$ cat src/inc/cpu_clk_rst_pkg.sv
// package: constants for the processor clock, reset and bus command support block
`default_nettype none
package cpu_clk_rst_pkg;
   // ---------------------------------------------------------------
   // timing
   // ---------------------------------------------------------------
   localparam int CLK_PERIOD_NS = 8;
   // power-up hold that stands in for the rc network; value is a plain default
   localparam int POR_TIME_NS = 16_000;
   localparam int POR_CYCLES_DEF = POR_TIME_NS / CLK_PERIOD_NS;
   // processor clock ticks the mode-switch reset is stretched over
   localparam int CPU_RST_TICKS = 16;
   localparam int CPU_RST_W = 5;
   // ---------------------------------------------------------------
   // pin input vector positions
   // ---------------------------------------------------------------
   localparam int PIN_W = 15;
   localparam int PIN_SPEED = 0;
   localparam int PIN_EXT = 1;
   localparam int PIN_XA = 2;
   localparam int PIN_XB = 3;
   localparam int PIN_STA = 4;
   localparam int PIN_STB = 5;
   localparam int PIN_MEM = 6;
   localparam int PIN_TERM_N = 7;
   localparam int PIN_DLY = 8;
   localparam int PIN_RDY_N = 9;
   localparam int PIN_HOLD = 10;
   localparam int PIN_WORD = 11;
   localparam int PIN_MODE_RST = 12;
   localparam int PIN_COPRO_RST = 13;
   localparam int PIN_BUSY_RST = 14;
   // idle levels of the synchronisers after reset
   localparam logic [PIN_W-1:0] PIN_RST = 15'h02B1;
   // ---------------------------------------------------------------
   // processor status encodings {status_b, status_a}
   // ---------------------------------------------------------------
   localparam logic [1:0] ST_IRQ_ACK = 2'h0;
   localparam logic [1:0] ST_READ = 2'h1;
   localparam logic [1:0] ST_WRITE = 2'h2;
   localparam logic [1:0] ST_IDLE = 2'h3;
   // ---------------------------------------------------------------
   // bus command states
   // ---------------------------------------------------------------
   typedef enum logic [2:0] {BUS_IDLE, BUS_ADDR, BUS_DELAY, BUS_CMD, BUS_DONE} bus_state_t;
endpackage
`default_nettype wire

$ cat src/rtl/cpu_clock_reset_support.sv
// processor clock selection, power-up and software resets, ready and bus command generation
//
// Contract
// - with the speed switch open the speed-select line is driven high and the oscillator clocks the processor.
// - the processor clock runs at twice the execution rate, which the processor halves internally.
// - with the speed switch closed the processor clock comes from the crystal pair.
// - speed is switch-selectable between two rates and the higher rate is the reset default.
// - a power-up reset is generated and applied to both processor and coprocessor.
// - mode-switch, coprocessor and coprocessor-busy resets are NOR-combined with the power-up reset.
// - software triggers the mode-switch reset to leave protected operation and it reaches the processor.
// - the coprocessor software reset after an execution error is routed to the coprocessor.
// - the clock is squared up and reset and ready leave synchronised to that clock.
// - the active-low cycle-done output is low when the current bus cycle has completed.
// - bus commands derive from clock, cycle-done, both status lines, terminate and delay inputs.
// - memory and io strobes, irq ack, data enable, latch enable, memory select and hold grant are made.
// - commands serve byte devices on the board and byte or word devices on the channels.
`timescale 1ns/100ps
`default_nettype none
module cpu_clock_reset_support
   import cpu_clk_rst_pkg::*;
#(
   parameter int POR_CYCLES = POR_CYCLES_DEF
) (
   // clock and reset
   input wire logic i_clk,
   input wire logic i_rst,
   // clock sources and speed switch
   input wire logic i_speed_sw_open,
   input wire logic i_ext_freq_in,
   input wire logic i_crystal_in_a,
   input wire logic i_crystal_in_b,
   // software reset requests
   input wire logic i_mode_switch_reset,
   input wire logic i_copro_reset,
   input wire logic i_copro_busy_reset,
   // processor status and bus control inputs
   input wire logic i_cpu_status_a,
   input wire logic i_cpu_status_b,
   input wire logic i_mem_cycle,
   input wire logic i_cmd_term_n,
   input wire logic i_cmd_delay,
   input wire logic i_dev_ready_n,
   input wire logic i_hold_req,
   input wire logic i_word_dev,
   // clock and reset outputs
   output logic o_speed_sel,
   output logic o_cpu_clk,
   output logic o_exec_clk,
   output logic o_cpu_reset_n,
   output logic o_copro_reset_n,
   output logic o_cycle_done_n,
   // bus command outputs
   output logic o_mem_rd_n,
   output logic o_mem_wr_n,
   output logic o_io_rd_n,
   output logic o_io_wr_n,
   output logic o_irq_ack_n,
   output logic o_data_bus_enable,
   output logic o_addr_latch_en,
   output logic o_mem_io_sel,
   output logic o_word_xfer,
   output logic o_hold_grant
);

   localparam int POR_W = $clog2(POR_CYCLES + 1);

   // ---------------------------------------------------------------
   // pin synchronisers
   // ---------------------------------------------------------------
   logic [PIN_W-1:0] pin_raw;
   logic [PIN_W-1:0] sync_a;
   logic [PIN_W-1:0] sync_b;

   assign pin_raw[PIN_SPEED] = i_speed_sw_open;
   assign pin_raw[PIN_EXT] = i_ext_freq_in;
   assign pin_raw[PIN_XA] = i_crystal_in_a;
   assign pin_raw[PIN_XB] = i_crystal_in_b;
   assign pin_raw[PIN_STA] = i_cpu_status_a;
   assign pin_raw[PIN_STB] = i_cpu_status_b;
   assign pin_raw[PIN_MEM] = i_mem_cycle;
   assign pin_raw[PIN_TERM_N] = i_cmd_term_n;
   assign pin_raw[PIN_DLY] = i_cmd_delay;
   assign pin_raw[PIN_RDY_N] = i_dev_ready_n;
   assign pin_raw[PIN_HOLD] = i_hold_req;
   assign pin_raw[PIN_WORD] = i_word_dev;
   assign pin_raw[PIN_MODE_RST] = i_mode_switch_reset;
   assign pin_raw[PIN_COPRO_RST] = i_copro_reset;
   assign pin_raw[PIN_BUSY_RST] = i_copro_busy_reset;

   genvar g;
   generate
      for (g = 0; g < PIN_W; g = g + 1) begin : g_sync
         always_ff @(posedge i_clk) begin
            if (i_rst) begin
               sync_a[g] <= PIN_RST[g];
               sync_b[g] <= PIN_RST[g];
            end else begin
               sync_a[g] <= pin_raw[g];
               sync_b[g] <= sync_a[g];
            end
         end
      end
   endgenerate

   // ---------------------------------------------------------------
   // speed selection and clock source
   // ---------------------------------------------------------------
   logic speed_sel;
   logic src_lvl;
   logic src_q;
   logic tick;
   logic exec_phase;

   // higher rate until the switch has been sampled
   always_ff @(posedge i_clk) begin
      if (i_rst) begin
         speed_sel <= 1'b1;
      end else begin
         speed_sel <= sync_b[PIN_SPEED];
      end
   end

   // crystal pair read as a differential level
   always_comb begin
      if (speed_sel) begin
         src_lvl = sync_b[PIN_EXT];
      end else begin
         src_lvl = sync_b[PIN_XA] & ~sync_b[PIN_XB];
      end
   end

   // limitation: switching source mid-run may stretch one clock phase
   always_ff @(posedge i_clk) begin
      if (i_rst) begin
         src_q <= 1'b0;
      end else begin
         src_q <= src_lvl;
      end
   end

   assign tick = src_lvl & ~src_q;

   // processor halves its input, so this phase is the execution rate
   always_ff @(posedge i_clk) begin
      if (i_rst) begin
         exec_phase <= 1'b0;
      end else if (tick) begin
         exec_phase <= ~exec_phase;
      end
   end

   always_ff @(posedge i_clk) begin
      if (i_rst) begin
         o_speed_sel <= 1'b1;
         o_cpu_clk <= 1'b0;
         o_exec_clk <= 1'b0;
      end else begin
         o_speed_sel <= speed_sel;
         o_cpu_clk <= src_lvl;
         o_exec_clk <= exec_phase;
      end
   end

   // ---------------------------------------------------------------
   // resets
   // ---------------------------------------------------------------
   logic [POR_W-1:0] por_cnt;
   logic por_active;
   logic mode_q;
   logic [CPU_RST_W-1:0] mode_cnt;

   always_ff @(posedge i_clk) begin
      if (i_rst) begin
         por_cnt <= POR_W'(POR_CYCLES);
      end else if (por_cnt != '0) begin
         por_cnt <= por_cnt - 1'b1;
      end
   end

   assign por_active = (por_cnt != '0);

   // a short software pulse is stretched so the processor sees it
   always_ff @(posedge i_clk) begin
      if (i_rst) begin
         mode_q <= 1'b0;
         mode_cnt <= '0;
      end else begin
         mode_q <= sync_b[PIN_MODE_RST];
         if (sync_b[PIN_MODE_RST] && !mode_q) begin
            mode_cnt <= CPU_RST_W'(CPU_RST_TICKS);
         end else if (tick && mode_cnt != '0) begin
            mode_cnt <= mode_cnt - 1'b1;
         end
      end
   end

   // held asserted until the first clean clock edge after release
   always_ff @(posedge i_clk) begin
      if (i_rst) begin
         o_cpu_reset_n <= 1'b0;
         o_copro_reset_n <= 1'b0;
      end else if (tick) begin
         o_cpu_reset_n <= ~(por_active | (mode_cnt != '0));
         o_copro_reset_n <= ~(por_active | sync_b[PIN_COPRO_RST]
            | sync_b[PIN_BUSY_RST]);
      end
   end

   // ---------------------------------------------------------------
   // bus command generator
   // ---------------------------------------------------------------
   bus_state_t state;
   logic [1:0] stat;
   logic [1:0] cyc_stat;
   logic cyc_mem;
   logic cyc_word;
   logic cmd_on;

   assign stat = {sync_b[PIN_STB], sync_b[PIN_STA]};

   always_ff @(posedge i_clk) begin
      if (i_rst) begin
         state <= BUS_IDLE;
         cyc_stat <= ST_IDLE;
         cyc_mem <= 1'b0;
         cyc_word <= 1'b0;
         cmd_on <= 1'b0;
         o_cycle_done_n <= 1'b1;
         o_addr_latch_en <= 1'b0;
         o_hold_grant <= 1'b0;
      end else if (tick) begin
         case (state)
            BUS_IDLE: begin
               o_cycle_done_n <= 1'b1;
               if (o_hold_grant) begin
                  o_hold_grant <= sync_b[PIN_HOLD];
               end else if (stat != ST_IDLE && o_cpu_reset_n) begin
                  cyc_stat <= stat;
                  cyc_mem <= sync_b[PIN_MEM];
                  cyc_word <= sync_b[PIN_WORD];
                  o_addr_latch_en <= 1'b1;
                  state <= BUS_ADDR;
               end else if (sync_b[PIN_HOLD]) begin
                  o_hold_grant <= 1'b1;
               end
            end
            BUS_ADDR: begin
               o_addr_latch_en <= 1'b0;
               if (sync_b[PIN_DLY]) begin
                  state <= BUS_DELAY;
               end else begin
                  cmd_on <= 1'b1;
                  state <= BUS_CMD;
               end
            end
            BUS_DELAY: begin
               if (!sync_b[PIN_DLY]) begin
                  cmd_on <= 1'b1;
                  state <= BUS_CMD;
               end
            end
            BUS_CMD: begin
               // early terminate drops the strobe, cycle still waits for ready
               if (!sync_b[PIN_TERM_N]) begin
                  cmd_on <= 1'b0;
               end
               if (!sync_b[PIN_RDY_N]) begin
                  cmd_on <= 1'b0;
                  o_cycle_done_n <= 1'b0;
                  state <= BUS_DONE;
               end
            end
            BUS_DONE: begin
               o_cycle_done_n <= 1'b1;
               state <= BUS_IDLE;
            end
            default: begin
               state <= BUS_IDLE;
            end
         endcase
      end
   end

   // ---------------------------------------------------------------
   // command strobes
   // ---------------------------------------------------------------
   always_ff @(posedge i_clk) begin
      if (i_rst) begin
         o_mem_rd_n <= 1'b1;
         o_mem_wr_n <= 1'b1;
         o_io_rd_n <= 1'b1;
         o_io_wr_n <= 1'b1;
         o_irq_ack_n <= 1'b1;
         o_data_bus_enable <= 1'b0;
         o_mem_io_sel <= 1'b0;
         o_word_xfer <= 1'b0;
      end else begin
         o_mem_rd_n <= ~(cmd_on && cyc_mem && cyc_stat == ST_READ);
         o_mem_wr_n <= ~(cmd_on && cyc_mem && cyc_stat == ST_WRITE);
         o_io_rd_n <= ~(cmd_on && !cyc_mem && cyc_stat == ST_READ);
         o_io_wr_n <= ~(cmd_on && !cyc_mem && cyc_stat == ST_WRITE);
         o_irq_ack_n <= ~(cmd_on && cyc_stat == ST_IRQ_ACK);
         o_data_bus_enable <= cmd_on;
         o_mem_io_sel <= cyc_mem;
         // board devices are byte wide, channel word devices request words
         o_word_xfer <= cyc_word;
      end
   end

endmodule // cpu_clock_reset_support
`default_nettype wire

$ cat config.mk
export PLATFORM = sky130hd
export DESIGN_NAME = cpu_clock_reset_support
export DESIGN_NICKNAME = d
export VERILOG_FILES = /design/src/inc/cpu_clk_rst_pkg.sv /design/src/rtl/cpu_clock_reset_support.sv
export SDC_FILE = /design/constraint.sdc
export NUM_CORES = 1
export LEC_CHECK = 0
export BUFFER_PORTS_ARGS = -buffer_cell sky130_fd_sc_hd__buf_4
export CORE_MARGIN = 5
export CORE_UTILIZATION = 30
export DETAILED_ROUTE_END_ITERATION = 8
export PLACE_DENSITY = 0.45
export SLEW_MARGIN = 30
export SYNTH_ARGS = -nofsm -noshare
export SYNTH_HDL_FRONTEND = slang
export SYNTH_SLANG_ARGS = --single-unit
$ cat constraint.sdc
create_clock -name i_clk -period 4.9 [get_ports i_clk]
set_input_delay 0.98 -clock i_clk [delete_from_list [all_inputs] [get_ports i_clk]]
set_output_delay 0.98 -clock i_clk [all_outputs]
set_load 0.05 [all_outputs]
Word-level counts from Yosys, hierarchy flattened
Cells that the tools add are included.

storage, ports and cells
  register bits after elaboration = 73
  output and inout port bits = 16

cells by class
  $add $sub $neg = 2
  equality and inequality tests = 13
  multiplexer cells = 21
  bitwise operators = 16
  reductions and logical operators = 29

operator list
  operator                                             number
  2-to-1 mux 3 bit                                     4
  != test 2 bit, second input constant                 6
  case mux 3 bit (4 select lines)                      1
  AND reduction 4 bit                                  3
  2-to-1 mux 1 bit                                     11
  NOT 1 bit                                            11
  nonzero test 11 bit                                  1
  subtractor 11 x 1 -> 11 bit, second input constant   1
  logical AND 1 bit                                    10
  2-to-1 mux 5 bit                                     2
  nonzero test 2 bit                                   4
  equality test 3 x 2 -> 1 bit, second input constant  2
  case mux 1 bit (2 select lines)                      3
  OR reduction 2 bit                                   3
  AND reduction 5 bit                                  1
  nonzero test 5 bit                                   1
  subtractor 5 x 1 -> 5 bit, second input constant     1
  equality test 3 x 1 -> 1 bit, second input constant  1
  equality test 3 bit, second input constant           1
  logical NOT 3 bit                                    1
  != test 3 bit, second input constant                 1
  OR 1 bit                                             3
  AND reduction 3 bit                                  1
  AND 1 bit                                            2
  5 further kinds                                      6

Depth between registers and ports, before layout
  depth in word-level cells = 7
  gate-level depth with buffers = 6

Worst setup path before layout
Ideal clock, no wire load.

  kind = reg-to-reg
  from = reg sync_b[3]
  to = reg cyc_mem
  setup time = 121 ps
  arrival = 1673 ps
  data required time = 4779 ps
  path slack = 3106 ps
  stages on the path, launching flop included = 6
  clock period less this slack = 1794 ps
  path through = dfxtp_1 or3b_4 a211oi_4 and3_1 buf_6 mux2_4

between the ends
  longest elaborated chain between the ends = 5

RTL lines
  element                               RTL line                        text
  start: declaration                    cpu_clock_reset_support.sv:72   logic [PIN_W-1:0] sync_b;
  start signal: indexed assignment      cpu_clock_reset_support.sv:96   sync_b[g] <= PIN_RST[g];
  start signal: indexed assignment      cpu_clock_reset_support.sv:99   sync_b[g] <= sync_a[g];
  NOT 1 bit                             cpu_clock_reset_support.sv:128  src_lvl = sync_b[PIN_XA] & ~sync_b[PIN_XB];
  AND 1 bit                             cpu_clock_reset_support.sv:128
  2-to-1 mux 1 bit                      cpu_clock_reset_support.sv:125  if (speed_sel) begin
  AND 1 bit                             cpu_clock_reset_support.sv:141  assign tick = src_lvl & ~src_q;
  AND reduction 4 bit (no source line)  -
  end signal: assignment                cpu_clock_reset_support.sv:239  cyc_mem <= sync_b[PIN_MEM];
  end: declaration                      cpu_clock_reset_support.sv:215  logic cyc_mem;

Every way passes these cells.
A chain may end at the register's enable or synchronous reset.

Worst setup path in the final report
  from = reg o_cpu_clk
  to = out o_cpu_clk

RTL lines
  element                   RTL line                        text
  start: declaration        cpu_clock_reset_support.sv:47   output logic o_cpu_clk,
  start signal: assignment  cpu_clock_reset_support.sv:159  o_cpu_clk <= src_lvl;

No word-level cell between the ends.

==> run metrics <==
antenna-violating nets left=0; Final Hold Vio Count=0; Fin Setup TNS=0 ps; Relative slew margins=between 50% and 60%; largest net degree at the start of global routing=69; # diodes=0; chip width=102 um; Min Clock Period, post-route=2050 ps; root buf cell=clkbuf_8; fill cell count=889; Critical Path AT=1070 ps; Avg Cell Area, Syn=10.3 um2; Mapped Cells=between 200 and 250; flop2flop setup slack=2870 ps; Yosys Warn Count=0; CP max stage delay=between 400 and 500 ps; clock buffer depth=2; synth unique cells=45; final WL=4440 um; top_reg_cell synth=dfxtp_1; Post-Syn Nets=around 270; Avg WL per Cell=11.4 um; most frequent cells in the layout=dfxtp_1 (73), buf_4 (32), nor2b_1 (27); initial DRC count=50; Final Skew=8.47 ps; Clock Sinks=73; Area Overhead vs Synth=21.4%; io pins=33; area of the core=around 8300 um2; Final #Nets=300; DRC=0; Setup crit end kind=output pin; CP Cell Sequence=buf_4; commonest non-fill, non-tap cell in the layout=dfxtp_1; Crit path buffers/inverters=1; I/O Buffers=32; all-layer global routing usage=under 10%; clk_lat worst skew=roughly 340 ps; vias per cell=4.37; Worst Setup Start Kind=flip-flop; CP max FO=5; Pins Over Slew Limit=0; Hold WS=409 ps; DR pass1 iterations=4; status=complete, no violations; ys async rst share=0%; global-route wire length before repair=7460 um; Tightest Hold Check Type=flip-flop to flip-flop; Critical-path top delay cell=dfxtp_1; P_leak=roughly 0.0012 uW; TritonCTS clock tree=done; EDFF count, synth=0; slew at the pin closest to its max-slew limit=621 ps; GP Congestion=0.738; H-Tree Depth=3; VDD IR-drop max=0.131 mV; Netlist Area Pre-Place=2550 um2; Post-CTS Setup Bufs=0; DR vias=roughly 1700; fin crit share=41.8%; final setup vio count=0; family with the most delay on the worst path=flip-flops; WP data required=3920 ps; Max-Cap Viols=0; Cell Pwr Density=391 nW/um2; CTS Hold Bufs=0; die span in y=roughly 100 um; cts bufs inserted=9; Starting Density=between 30% and 40%; post-CTS sizing=0; clock transition at the registers of the reported paths=70 ps; fmax=488 MHz; vias in the first global route=approximately 1600; layout cells sized above 1=24.6%; unrepaired setup endpoints after global routing=no; grt ovf=0; initial antenna violation count=0; Yosys reg bits=73; Row Count=33; Tot Pwr=about 1200 uW; post-synthesis sequential area ratio=57.4%; critical path type=flip-flop to output pin; die area=10400 um2; HPWL after DPL=2990 um
synthesized netlist by cell type, types with 3 or more instances:
cell type  instances  area (um2)
nor2_1            18        67.6
nor3b_1            3        22.5
nand3b_1           3        22.5
a21oi_1           15        75.1
nand2_1           13        48.8
nand2b_1           6        37.5
dfxtp_1           73        1460
nor3_1             6        30.0
o21ai_0            5        25.0
inv_1              8        30.0
a211oi_1           4        30.0
or3_1              3        18.8
xnor2_1            4        35.0
or2_2             12        75.1
nor4_1             3        18.8
nor2b_1           27         169
clkbuf_1           8        30.0
flip-flops by register name (all words and copies together), names as in the netlist, 2 cells and up:
name and flops:
sync_a 15, sync_b 13, por_cnt 11, mode_cnt 5
state 3, cyc_stat 2, stat 2
layer usage:
layer | global-route usage, % | wire (um)
met1 | 13.2 | 2320
met2 | 11.9 | 1810
met3 | 3.00 | 192
met4 | 7.27 | 116
met5 | 0 | 0
cell families (layout without fill, tap and decap cells):
kind of cell               Yosys count  in the layout  synth area share (%)
AOI/OAI and AO/OA                   39             39                  10.6
xor gates and xnor gates             5              5                  1.72
adders and majority gates            2              2                 0.983
buffers and inverters               18             55                  2.95
DFF                                 73             73                  57.4
muxes                                6              6                  2.85
and+or+nand+nor                    105            105                  23.5
final timing paths:
path                            startpoint               to  depth (start not counted)
worst min-delay path             sync_a[9]        sync_b[9]                          1
worst max-delay path             o_cpu_clk        o_cpu_clk                          1
worst max register to register  por_cnt[0]  o_copro_reset_n                          6
worst min register to register   sync_a[9]        sync_b[9]                          1
stage by stage:
step                std cells  util [%]  cell area [um2]  worst slack (ps)
floorplan                 248         -             2550              3110
global placement          375      34.8             2870              2680
detailed placement        375      34.8             2870              2640
CTS                       390      37.4             3090              2810
global route              390      37.4             3090              2620
finish                    390      37.4             3090              2850
area by class of cell:
cell class / instances / area (um2) / share of cell area, %
Multi-Input combinational cell: 157 / 1010 / 32.7
Clock inverter: 5 / 80.1 / 2.59
Inverter: 8 / 30.0 / 0.972
Sequential cell: 73 / 1460 / 47.3
Clock buffer: 10 / 138 / 4.45
Tap cell: 105 / 131 / 4.25
Timing Repair Buffer: 32 / 240 / 7.77
report_power, final:
group	internal [uW]	switching [uW]	leakage (uW)
logic	33.0	33.9	0.000455
clock network	297	217	0.000104
registers	615	12.8	0.000598
total	944	264	0.00116
No activity file was read; power rests on OpenSTA's default activity.
